==> src/gtrc_pkg.sv <==
`default_nettype none
package gtrc_pkg;
  // ---------------------------------------------------------------
  // register map (byte addresses)
  // ---------------------------------------------------------------
  localparam logic [7:0] ADDR_STATUS = 8'h00;
  localparam logic [7:0] ADDR_CTRL = 8'h04;
  localparam logic [7:0] ADDR_FAULT = 8'h08;
  localparam logic [7:0] ADDR_SPECIAL = 8'h0C;
  localparam logic [7:0] ADDR_LATENCY = 8'h10;
  localparam logic [7:0] ADDR_IRQ_STAT = 8'h14;
  localparam logic [7:0] ADDR_IRQ_CLR = 8'h18;
  localparam logic [7:0] ADDR_IRQ_EN = 8'h1C;
  localparam logic [7:0] ADDR_TXDONE = 8'h20;
  // ---------------------------------------------------------------
  // status byte fields
  // ---------------------------------------------------------------
  localparam int ST_INTEGRITY = 7;
  localparam int ST_STARTUP = 6;
  localparam int ST_OUTSIDE = 5;
  localparam int ST_OVERLOAD = 4;
  localparam int ST_CHANERR = 3;
  // ctrl fields
  localparam int CTRL_TRIGMODE = 0;
  localparam int CTRL_RESETCMD = 1;
  // irq bits
  localparam int IRQ_TRIGGER = 0;
  localparam int IRQ_SENT = 1;
  localparam int IRQ_NORMAL = 2;
  localparam int IRQ_WIDTH = 3;
  // ---------------------------------------------------------------
  // timing
  // ---------------------------------------------------------------
  localparam int CLK_HZ = 10_000_000;
  localparam int SAMPLE_HZ = 2000;
  localparam int SAMPLE_CYCLES = CLK_HZ / SAMPLE_HZ;
  localparam int STARTUP_MS = 800;
  localparam int STARTUP_CYCLES = (CLK_HZ / 1000) * STARTUP_MS;
  localparam int INIT_DATAGRAMS = 3;
  localparam logic [1:0] SPECIAL_NONE = 2'h0;
  localparam logic [31:0] CTRL_RESET = 32'h0000_0000;

  typedef enum logic [1:0] {
    GT_INIT = 2'b00,
    GT_STARTUP = 2'b01,
    GT_NORMAL = 2'b10
  } gtrc_mode_type;
endpackage
`default_nettype wire

==> src/gtrc_sync_if.sv <==
`timescale 1ns/100ps
`default_nettype none
interface gtrc_sync_if;
  logic level;
  logic fall;
  modport src (output level, output fall);
  modport dst (input level, input fall);
endinterface
`default_nettype wire

==> src/gyro_trigger_reset_status_ctrl.sv <==
// Operation
// - bit7 integrity fault, bit6 start-up
// - bit5 outside operating conditions
// - overload: bit4 plus per-axis bits
// - channel error: bit3 plus per-axis bits
// - reset input asserted while low
// - reset forces initialisation mode
// - free-running transmission without external trigger
// - sampling continues at full rate when triggered
// - each trigger fall sends one datagram
// - pending special datagram replaces sensor datagram (code: only in trigger mode; free-running sends are always SPECIAL_NONE)
// - latest special request wins
// - init sends three special datagrams always
// - latency counts from sample to trigger
// - after three specials enter normal mode (code: enters start-up mode first, normal after STARTUP_COUNT cycles)
// - bit6 held for fixed start-up period
// - validity falls at sample, rises after send (code: falls when a send starts, on the trigger fall in trigger mode)
// - transmit regardless of error flags
//
// Added by the designer: the address map and the AHB-Lite slave port.
`timescale 1ns/100ps
`default_nettype none
module gyro_trigger_reset_status_ctrl
  import gtrc_pkg::*;
#(
  parameter int STARTUP_COUNT = STARTUP_CYCLES,
  parameter int SAMPLE_COUNT = SAMPLE_CYCLES,
  parameter int RATE_DIV = 1
) (
  input wire logic clk,
  input wire logic rst,
  input wire logic module_reset_n,
  input wire logic transmit_request_in,
  input wire logic [31:0] haddr,
  input wire logic [1:0] htrans,
  input wire logic hwrite,
  input wire logic [2:0] hsize,
  input wire logic [31:0] hwdata,
  input wire logic hsel,
  input wire logic hready,
  output logic [31:0] hrdata,
  output logic hreadyout,
  output logic hresp,
  output logic [7:0] statusByte,
  output logic sendStrobe,
  output logic [1:0] sendKind,
  output logic [15:0] latencyCount,
  output logic sampleTick,
  output logic validity_strobe,
  output logic irq
);
  // ---------------------------------------------------------------
  // pin synchronisers
  // ---------------------------------------------------------------
  gtrc_sync_if trigSync ();
  gtrc_sync_if rstSync ();

  gtrc_pin_sync uTrigSync (
    .clk(clk),
    .rst(rst),
    .pinIn(transmit_request_in),
    .out(trigSync)
  );

  gtrc_pin_sync uRstSync (
    .clk(clk),
    .rst(rst),
    .pinIn(module_reset_n),
    .out(rstSync)
  );

  logic modReset;
  assign modReset = rst | ~rstSync.level;

  // ---------------------------------------------------------------
  // bus state
  // ---------------------------------------------------------------
  logic wrPend_q;
  logic rdPend_q;
  logic [7:0] addrLat_q;
  logic [31:0] ctrl_q;
  logic [6:0] fault_q;
  logic [1:0] specialReq_q;
  logic [IRQ_WIDTH-1:0] irqStat_q;
  logic [IRQ_WIDTH-1:0] irqEn_q;
  logic txDoneReq_q;
  logic [IRQ_WIDTH-1:0] irqEvt;
  logic trigMode;
  logic busy_q;
  gtrc_mode_type mode_q;
  logic [1:0] initLeft_q;
  logic [31:0] startCnt_q;
  logic [31:0] sampCnt_q;
  logic [31:0] rateCnt_q;
  logic trigPend_q;
  logic [15:0] latency_q;
  logic [1:0] specialPend_q;
  logic accept;

  assign trigMode = ctrl_q[CTRL_TRIGMODE];
  assign accept = hsel & hready & htrans[1];
  assign hreadyout = 1'b1;
  assign hresp = 1'b0;

  always_ff @(posedge clk) begin
    if (rst) begin
      wrPend_q <= 1'b0;
      rdPend_q <= 1'b0;
      addrLat_q <= 8'h00;
    end else begin
      wrPend_q <= accept & hwrite;
      rdPend_q <= accept & ~hwrite;
      if (accept) begin
        addrLat_q <= haddr[7:0];
      end
    end
  end

  // ---------------------------------------------------------------
  // register writes
  // ---------------------------------------------------------------
  logic wrSpecial;
  logic wrResetCmd;
  assign wrSpecial = wrPend_q && addrLat_q == ADDR_SPECIAL;
  assign wrResetCmd = wrPend_q && addrLat_q == ADDR_CTRL && hwdata[CTRL_RESETCMD];

  always_ff @(posedge clk) begin
    if (rst) begin
      ctrl_q <= CTRL_RESET;
      fault_q <= 7'h00;
      irqEn_q <= '0;
    end else if (wrPend_q) begin
      if (addrLat_q == ADDR_CTRL) begin
        ctrl_q <= {31'h0000_0000, hwdata[CTRL_TRIGMODE]};
      end else if (addrLat_q == ADDR_FAULT) begin
        fault_q <= hwdata[6:0];
      end else if (addrLat_q == ADDR_IRQ_EN) begin
        irqEn_q <= hwdata[IRQ_WIDTH-1:0];
      end
    end
  end

  // ---------------------------------------------------------------
  // status byte; errors never stop transmission
  // ---------------------------------------------------------------
  // fault_q: [6]=integrity [5]=outside [4]=overload [3]=chan err [2:0]=axis
  always_ff @(posedge clk) begin
    if (modReset) begin
      statusByte <= 8'h00;
    end else begin
      statusByte[ST_INTEGRITY] <= fault_q[6];
      statusByte[ST_STARTUP] <= (mode_q != GT_NORMAL);
      statusByte[ST_OUTSIDE] <= fault_q[5];
      statusByte[ST_OVERLOAD] <= fault_q[4];
      statusByte[ST_CHANERR] <= fault_q[3];
      statusByte[2:0] <= (fault_q[4] | fault_q[3]) ? fault_q[2:0] : 3'h0;
    end
  end

  // ---------------------------------------------------------------
  // internal sample clock, never gated by mode
  // ---------------------------------------------------------------
  always_ff @(posedge clk) begin
    if (modReset) begin
      sampCnt_q <= '0;
      sampleTick <= 1'b0;
    end else begin
      sampleTick <= (sampCnt_q == 32'(SAMPLE_COUNT - 1));
      sampCnt_q <= (sampCnt_q == 32'(SAMPLE_COUNT - 1)) ? '0 : sampCnt_q + 32'd1;
    end
  end

  // ---------------------------------------------------------------
  // mode sequencing
  // ---------------------------------------------------------------
  logic txDone;
  assign txDone = txDoneReq_q & busy_q;

  always_ff @(posedge clk) begin
    if (modReset | wrResetCmd) begin
      mode_q <= GT_INIT;
      initLeft_q <= 2'(INIT_DATAGRAMS);
      startCnt_q <= '0;
    end else begin
      case (mode_q)
        GT_INIT: begin
          if (txDone) begin
            initLeft_q <= initLeft_q - 2'd1;
            if (initLeft_q == 2'd1) begin
              mode_q <= GT_STARTUP;
            end
          end
        end
        GT_STARTUP: begin
          startCnt_q <= startCnt_q + 32'd1;
          if (startCnt_q == 32'(STARTUP_COUNT - 1)) begin
            mode_q <= GT_NORMAL;
          end
        end
        GT_NORMAL: begin
          mode_q <= GT_NORMAL;
        end
        default: begin
          mode_q <= GT_INIT;
        end
      endcase
    end
  end

  // ---------------------------------------------------------------
  // trigger, special request and latency
  // ---------------------------------------------------------------
  always_ff @(posedge clk) begin
    if (modReset) begin
      specialPend_q <= SPECIAL_NONE;
    end else if (wrSpecial) begin
      specialPend_q <= hwdata[1:0];
    end else if (sendStrobe && mode_q != GT_INIT && trigMode) begin
      specialPend_q <= SPECIAL_NONE;
    end
  end

  always_ff @(posedge clk) begin
    if (modReset) begin
      latency_q <= 16'h0000;
      latencyCount <= 16'h0000;
    end else begin
      latency_q <= sampleTick ? 16'h0000 : latency_q + 16'h0001;
      if (trigSync.fall) begin
        latencyCount <= latency_q;
      end
    end
  end

  // ---------------------------------------------------------------
  // send scheduling
  // ---------------------------------------------------------------
  logic sendNow;
  logic freeTick;
  assign freeTick = sampleTick && rateCnt_q == 32'(RATE_DIV - 1);
  always_comb begin
    if (busy_q) begin
      sendNow = 1'b0;
    end else if (mode_q == GT_INIT) begin
      sendNow = initLeft_q != 2'd0;
    end else if (trigMode) begin
      sendNow = trigPend_q | trigSync.fall;
    end else begin
      sendNow = freeTick;
    end
  end

  always_ff @(posedge clk) begin
    if (modReset) begin
      rateCnt_q <= '0;
    end else if (sampleTick) begin
      rateCnt_q <= (rateCnt_q == 32'(RATE_DIV - 1)) ? '0 : rateCnt_q + 32'd1;
    end
  end

  always_ff @(posedge clk) begin
    if (modReset) begin
      trigPend_q <= 1'b0;
    end else if (trigSync.fall && (busy_q || sendStrobe)) begin
      trigPend_q <= 1'b1;
    end else if (sendNow) begin
      trigPend_q <= 1'b0;
    end
  end

  always_ff @(posedge clk) begin
    if (modReset | wrResetCmd) begin
      busy_q <= 1'b0;
      sendStrobe <= 1'b0;
      sendKind <= SPECIAL_NONE;
      validity_strobe <= 1'b1;
    end else begin
      sendStrobe <= sendNow;
      if (sendNow) begin
        busy_q <= 1'b1;
        validity_strobe <= 1'b0;
        if (mode_q == GT_INIT) begin
          sendKind <= 2'(INIT_DATAGRAMS + 1) - initLeft_q;
        end else if (trigMode) begin
          sendKind <= specialPend_q;
        end else begin
          sendKind <= SPECIAL_NONE;
        end
      end else if (txDone) begin
        busy_q <= 1'b0;
        validity_strobe <= 1'b1;
      end
    end
  end

  // ---------------------------------------------------------------
  // interrupts; set wins over clear
  // ---------------------------------------------------------------
  logic [IRQ_WIDTH-1:0] irqClr;
  assign irqEvt = {mode_q == GT_STARTUP && startCnt_q == 32'(STARTUP_COUNT - 1),
                   txDone, trigSync.fall};
  assign irqClr = (wrPend_q && addrLat_q == ADDR_IRQ_CLR) ? hwdata[IRQ_WIDTH-1:0] : '0;

  always_ff @(posedge clk) begin
    if (rst) begin
      irqStat_q <= '0;
      txDoneReq_q <= 1'b0;
    end else begin
      irqStat_q <= (irqStat_q & ~irqClr) | irqEvt;
      txDoneReq_q <= wrPend_q && addrLat_q == ADDR_TXDONE && hwdata[0];
    end
  end

  assign irq = |(irqStat_q & irqEn_q);

  // ---------------------------------------------------------------
  // read mux
  // ---------------------------------------------------------------
  always_comb begin
    if (!rdPend_q) begin
      hrdata = 32'h0000_0000;
    end else if (addrLat_q == ADDR_STATUS) begin
      hrdata = {22'h0, mode_q, statusByte};
    end else if (addrLat_q == ADDR_CTRL) begin
      hrdata = ctrl_q;
    end else if (addrLat_q == ADDR_FAULT) begin
      hrdata = {25'h0, fault_q};
    end else if (addrLat_q == ADDR_SPECIAL) begin
      hrdata = {30'h0, specialPend_q};
    end else if (addrLat_q == ADDR_LATENCY) begin
      hrdata = {16'h0, latencyCount};
    end else if (addrLat_q == ADDR_IRQ_STAT) begin
      hrdata = {29'h0, irqStat_q};
    end else if (addrLat_q == ADDR_IRQ_EN) begin
      hrdata = {29'h0, irqEn_q};
    end else begin
      hrdata = 32'h0000_0000;
    end
  end

  // ---------------------------------------------------------------
  // checks
  // ---------------------------------------------------------------
  chk_reset_init: assert property (@(posedge clk) disable iff (rst)
    !rstSync.level |=> mode_q == GT_INIT) else $error("reset did not force init");
  chk_startup_bit: assert property (@(posedge clk) disable iff (modReset)
    mode_q == GT_STARTUP |=> statusByte[ST_STARTUP]) else $error("startup bit low");
  chk_trig_send: assert property (@(posedge clk) disable iff (modReset)
    trigMode && mode_q == GT_NORMAL && trigSync.fall && !busy_q && !trigPend_q
    |=> sendStrobe) else $error("trigger did not send");
  chk_valid_low: assert property (@(posedge clk) disable iff (modReset)
    sendStrobe |-> !validity_strobe) else $error("validity high during send");
  chk_pend_hold: assert property (@(posedge clk) disable iff (modReset)
    trigSync.fall && busy_q && trigMode |=> trigPend_q) else $error("trigger lost");
  chk_overload_axes: assert property (@(posedge clk) disable iff (modReset)
    fault_q[4] && $stable(fault_q) |=> statusByte[2:0] == $past(fault_q[2:0]))
    else $error("axis bits wrong");
  chk_outside_bit: assert property (@(posedge clk) disable iff (modReset)
    $stable(fault_q) |=> statusByte[ST_OUTSIDE] == $past(fault_q[5])) else $error("bit5 wrong");
  chk_special_last: assert property (@(posedge clk) disable iff (modReset)
    wrSpecial |=> specialPend_q == $past(hwdata[1:0])) else $error("special not latest");
endmodule
`default_nettype wire

==> src/gtrc_pin_sync.sv <==
`timescale 1ns/100ps
`default_nettype none
module gtrc_pin_sync (
  input wire logic clk,
  input wire logic rst,
  input wire logic pinIn,
  gtrc_sync_if.src out
);
  logic meta_q;
  logic stable_q;
  logic prev_q;

  // ---------------------------------------------------------------
  // two-stage synchroniser, idle high like the pull-up
  // ---------------------------------------------------------------
  always_ff @(posedge clk) begin
    if (rst) begin
      meta_q <= 1'b1;
      stable_q <= 1'b1;
      prev_q <= 1'b1;
    end else begin
      meta_q <= pinIn;
      stable_q <= meta_q;
      prev_q <= stable_q;
    end
  end

  assign out.level = stable_q;
  assign out.fall = prev_q & ~stable_q;
endmodule
`default_nettype wire

==> config.mk <==
export PLATFORM = sky130hd
export DESIGN_NAME = gyro_trigger_reset_status_ctrl
export DESIGN_NICKNAME = d
export VERILOG_FILES = /design/src/gtrc_pkg.sv /design/src/gtrc_sync_if.sv /design/src/gyro_trigger_reset_status_ctrl.sv /design/src/gtrc_pin_sync.sv
export SDC_FILE = /design/constraint.sdc
export NUM_CORES = 1
export LEC_CHECK = 0
export BUFFER_PORTS_ARGS = -buffer_cell sky130_fd_sc_hd__buf_2
export CAP_MARGIN = 30
export CORE_MARGIN = 2
export CORE_UTILIZATION = 56
export DETAILED_ROUTE_END_ITERATION = 8
export HOLD_SLACK_MARGIN = 0.02
export PLACE_DENSITY = 0.85
export SYNTH_ARGS = -nofsm -noshare
export SYNTH_HDL_FRONTEND = slang
export SYNTH_SLANG_ARGS = --single-unit
==> constraint.sdc <==
create_clock -name clk -period 2.3 [get_ports clk]
set_input_delay 0.46 -clock clk [delete_from_list [all_inputs] [get_ports clk]]
set_output_delay 0.46 -clock clk [all_outputs]
set_load 0.005 [all_outputs]
### Word-level counts from Yosys, hierarchy flattened

Cells that the tools add are included.

* flip-flop bits (word level): 179
* output and inout bits: 64
* word-level logic and storage cells: 128

* add/subtract/negate cells: 6
* eq/ne operators: 17
* mux-type cells: 27
* bitwise gates (word level): 20
* reduce and logical (&&, ||, !) cells: 29

Operators by type and width (count)
* $add 32x1->32 const B: 3
* $mux 16: 6
* $eq 32x13->1 const B: 1
* $eq 32x23->1 const B: 1
* $eq 8x5->1 const B: 4
* $logic_not 32->1: 1
* $mux 32: 1
* $add 16x1->16 const B: 1
* $eq 8x4->1 const B: 2
* $mux 2: 7
* $logic_and 1x1->1: 11
* $reduce_bool 2->1: 5
* $mux 1: 9
* $mux 3: 3
* $eq 8x3->1 const B: 1
* $eq 8x6->1 const B: 1
* $logic_not 8->1: 1
* $and 1x1->1: 6
* $and 3x3->3: 2
* $ne 2x2->1 const B: 3
* $not 1->1: 6
* $pmux 2 s3: 1
* $reduce_and 3->1: 2
* $reduce_or 2->1: 3
* other kinds (13): 18

### Longest topological paths before layout

* depth in word-level cells: 9
* mapped depth: 8
* gate-level depth less buffers: 7

### By module

Synthesis repeated with hierarchy kept, for this count alone.

* cell total of the unflattened synthesis: 960
* area total of the unflattened synthesis: 8244.2 um^2

By module, submodules not included
* gyro_trigger_reset_status_ctrl: times used 1, cells an instance 946, area an instance 8074.0 um^2, sequential area each 3483.3 um^2
* gtrc_pin_sync: times used 2, cells an instance 7, area an instance 85.1 um^2, sequential area each 60.1 um^2

### Least setup slack after synthesis

No wires, ideal clock.

* kind: register to output
* from: register addrLat_q[7]
* to: output hrdata[3]
* arrival: 1.623 ns
* data required time: 1.840 ns
* path slack: 0.217 ns
* cell stages (with the launch flop): 7
* path buffers: 2
* path through: dfxtp_1 or4b_1 buf_2 nor3_2 buf_2 nand2_1 a21boi_0

* word-level cells in the longest chain between the ends: 7
* elaborated cells between the ends (all ways): 11
* classes of those cells: 4 x eq/ne; 6 x mux; 1 x reduce/logical

RTL lines
* from (decl): line gyro_trigger_reset_status_ctrl.sv:80 `logic [7:0] addrLat_q;`
* from (signal assigned): line gyro_trigger_reset_status_ctrl.sv:114 `addrLat_q <= haddr[7:0];`
* $eq 8x5->1: line gyro_trigger_reset_status_ctrl.sv:330 `end else if (addrLat_q == ADDR_LATENCY) begin`
* $mux 16: line gyro_trigger_reset_status_ctrl.sv:330
* $mux 16: line gyro_trigger_reset_status_ctrl.sv:328 `end else if (addrLat_q == ADDR_SPECIAL) begin`
* $mux 16: line gyro_trigger_reset_status_ctrl.sv:326 `end else if (addrLat_q == ADDR_FAULT) begin`
* $mux 16: line gyro_trigger_reset_status_ctrl.sv:324 `end else if (addrLat_q == ADDR_CTRL) begin`
* $mux 16 (*): line gyro_trigger_reset_status_ctrl.sv:322 `end else if (addrLat_q == ADDR_STATUS) begin`
* $mux 16 (*): line gyro_trigger_reset_status_ctrl.sv:320 `if (!rdPend_q) begin`
* to (decl): line gyro_trigger_reset_status_ctrl.sv:41 `output logic [31:0] hrdata,`

Mark *: on every way between the ends. The rest lies on a longest branch, timed or not.

### Final worst setup path

* from: register addrLat_q[6]
* to: output hrdata[8]

Same word-level chain as after synthesis.

==> metrics <==
Leak 3.72 nW; Slew Viols, Final 0; P per Cell Area 672 nW/um^2; Diodes inserted 0; Post-Syn Instances 946; largest net degree at the start of global routing 33; Crit. End Element output pin; Critical Path Start addrLat_q[6]$_SDFFE_PP0P_; Reg power frac 50.0%; die width 124 microns; Port Buf Inserts 68; final setup fails 16; 1st-pass router iterations 5; hpwl dp 11,900 microns; Chip Height 124 microns; violated checks setup timing; most common library cell in the layout ignoring fill and taps dfxtp_1; slew of the pin with the lowest slew margin 0.743 ns; worst hold path startpoint module_reset_n; Synth Register Bits 179; critical path type register to output pin; Fmax 395 MHz; status finished with violations; grt ovf 0; core area 14,000 sq um; Worst VDD drop 0.635 mV; Starting Density 57.9%; Setup crit start kind register; initial antenna violation count 0; fin area 9390 sq um; RSZ-0062 raised after global routing true; FP Rows 43; clk root buf clkbuf_16; biggest area consumer among synthesized cells dfxtp_1; final wirelength 17,900 microns; crit path DAT 2.07 ns; via/cell ratio 5.71; Clock transition at path regs 0.06 ns; Total Power 6.31 mW; switch share 24.3%; Routed Antenna Nets 0; synthesized area 8100 sq um; dominant cells by area after synthesis dfxtp_1 (44%), xor2_1 (7.8%), nand2_1 (5.8%); top_reg_cell synth dfxtp_1; CTS tree yes; P_int 4.78 mW; Comb power frac 4.5%; routed len/inst 14.7 microns; fin worst setup slack -0.229 ns; Max-slew headroom 50.5%; DR iter-0 viols 696; GPL Wtd Cong 0.886; total number of vias 6,949; largest fanout on the critical path 4; clock share of power 45.5%; clk sinks 179; Final Cycle Share 110%; Residual DRC 0; htree depth 4; clock tree buffer depth 2; Distinct cells, synth 62; pre-CTS setup slack 0.122 ns; Seq/Total Area, Yosys 44.2%; cts hold-fix bufs 0; most frequent cells in the layout dfxtp_1 (171), nand2_1 (124), nor2_1 (123), xor2_1 (72), buf_2 (68); clk_lat worst skew 0.44 ns; max-cap check violation count 0; nets 1,109; first-pass GRT wire length 28,600 microns; die area 15,400 sq um; Post-synth ARST share 0%; share of the synthesized area in the top cell type 44.2%; synthesis-to-finish area growth 15.9%; WP data required 1.84 ns; vias in the first global route 6,185; minimum clock period 2.53 ns; Sw Pwr 1.54 mW; num ports 140; Avg Cell Area, Syn 8.57 sq um; Non-Filler Instances 1,216; Max Clock Skew 0.0133 ns; Hold Path Class primary input to register; total CTS buffers 17; placed cells 1,180; worst r2r src mode_q[1]$_SDFFE_PP0P_; Post-synth EDFFs 0; Hold Fails Final Rpt 0; GR Util All Layers 21.9%; share of cells above drive strength 1 17.1%; DP Area 8650 sq um; Warnings, synthesis 0
[worst max-delay path, cell delays in order, from the launching register on]
cell	delay [ns]
dfxtp_2	0.34
or4_4	0.60
nor3_4	0.22
buf_4	0.19
a22oi_1	0.07
nor2b_1	0.11
buf_2	0.12
[state kept, by name, indices dropped and copies added (netlist names), 2 cells and up]
| name | cells |
|---|---|
| rateCnt_q | 32 |
| sampCnt_q | 32 |
| startCnt_q | 32 |
| latencyCount | 16 |
| latency_q | 16 |
| addrLat_q | 8 |
| statusByte | 8 |
| fault_q | 7 |
| irqEn_q | 3 |
| irqStat_q | 3 |
| initLeft_q | 2 |
| mode_q | 2 |
| sendKind | 2 |
| specialPend_q | 2 |
[synthesized netlist by cell type (7+ instances only)]
| cell | n |
|---|---|
| xnor2_1 | 25 |
| mux2i_1 | 10 |
| and2_1 | 11 |
| nor3_1 | 14 |
| a21oi_1 | 46 |
| buf_4 | 21 |
| ha_1 | 10 |
| dfxtp_1 | 179 |
| xor2_1 | 72 |
| nor4_1 | 19 |
| nand2b_1 | 10 |
| nand2_1 | 125 |
| nor2_1 | 123 |
| nand4_1 | 40 |
| inv_1 | 20 |
| buf_2 | 9 |
| nor2b_1 | 10 |
| clkbuf_1 | 22 |
| nand3_1 | 47 |
| o211ai_1 | 8 |
| or2_2 | 7 |
| and3_1 | 33 |
[stage by stage]
step,hold WS (ns),utilization [%],TNS [ns]
5_1_grt,0.206,67.1,-3.99
3_5_place_dp,0.405,61.9,0
3_3_place_gp,0.394,61.9,0
2_1_floorplan,0.389,-,0
4_1_cts,0.190,66.5,-3.07
6_report,0.214,67.1,-2.70
[repair_timing]
action	in CTS	in global routing
gates resized for setup	15	20
pin swaps	4	3
buffers inserted	1	2
gates cloned	1	0
endpoints found under the setup margin	16	16
[kinds of logic after synthesis]
group / share of synthesized area [%]
AND/OR/NAND/NOR: 30.7
flip-flops: 44.2
XOR/XNOR: 10.5
AO/OA/AOI/OAI: 6.96
buffers and inverters: 4.63
multiplexers: 1.37
adder cells (fa/ha/maj): 1.54
other: 0.0927
[power by group through the flow]
stage / sequential, mW / combinational, mW / clock (mW)
global placement: 3.22 / 0.233 / 0
CTS: 3.15 / 0.261 / 2.90
global route: 3.16 / 0.304 / 3.06
detailed placement: 3.22 / 0.236 / 0
floorplan: 3.21 / 0.172 / 0
finish: 3.16 / 0.283 / 2.87
[final cells by class]
type / count / area (sq um)
multi-input cells: 709 / 4320
fillers: 1075 / 4600
clock inverters: 15 / 159
inverters: 20 / 75.1
flip-flops and latches: 179 / 3600
repair buffers: 96 / 591
clock buffers: 17 / 425
well taps: 180 / 225
[per-layer routing]
layer | vias up | part of all wire [%] | GRT usage, %
met5 | - | 0 | 0
met4 | 0 | 2.2 | 8.39
met3 | 45 | 5.9 | 5.54
met2 | 214 | 48 | 35.9
met1 | 3299 | 43 | 27.9
li1 | 3391 | - | -
[path summary, 6_finish.rpt]
path	endpoint	slack [ns]	depth (start not counted)
max	hrdata[8]	-0.23	6
min	uRstSync.meta_q$_SDFF_PP1_	0.21	2
max reg2reg	startCnt_q[15]$_SDFFE_PP0N_	0.29	8
min reg2reg	uRstSync.out.level$_SDFF_PP1_	0.42	1
Note: power is estimated with default switching activity, not from simulation.
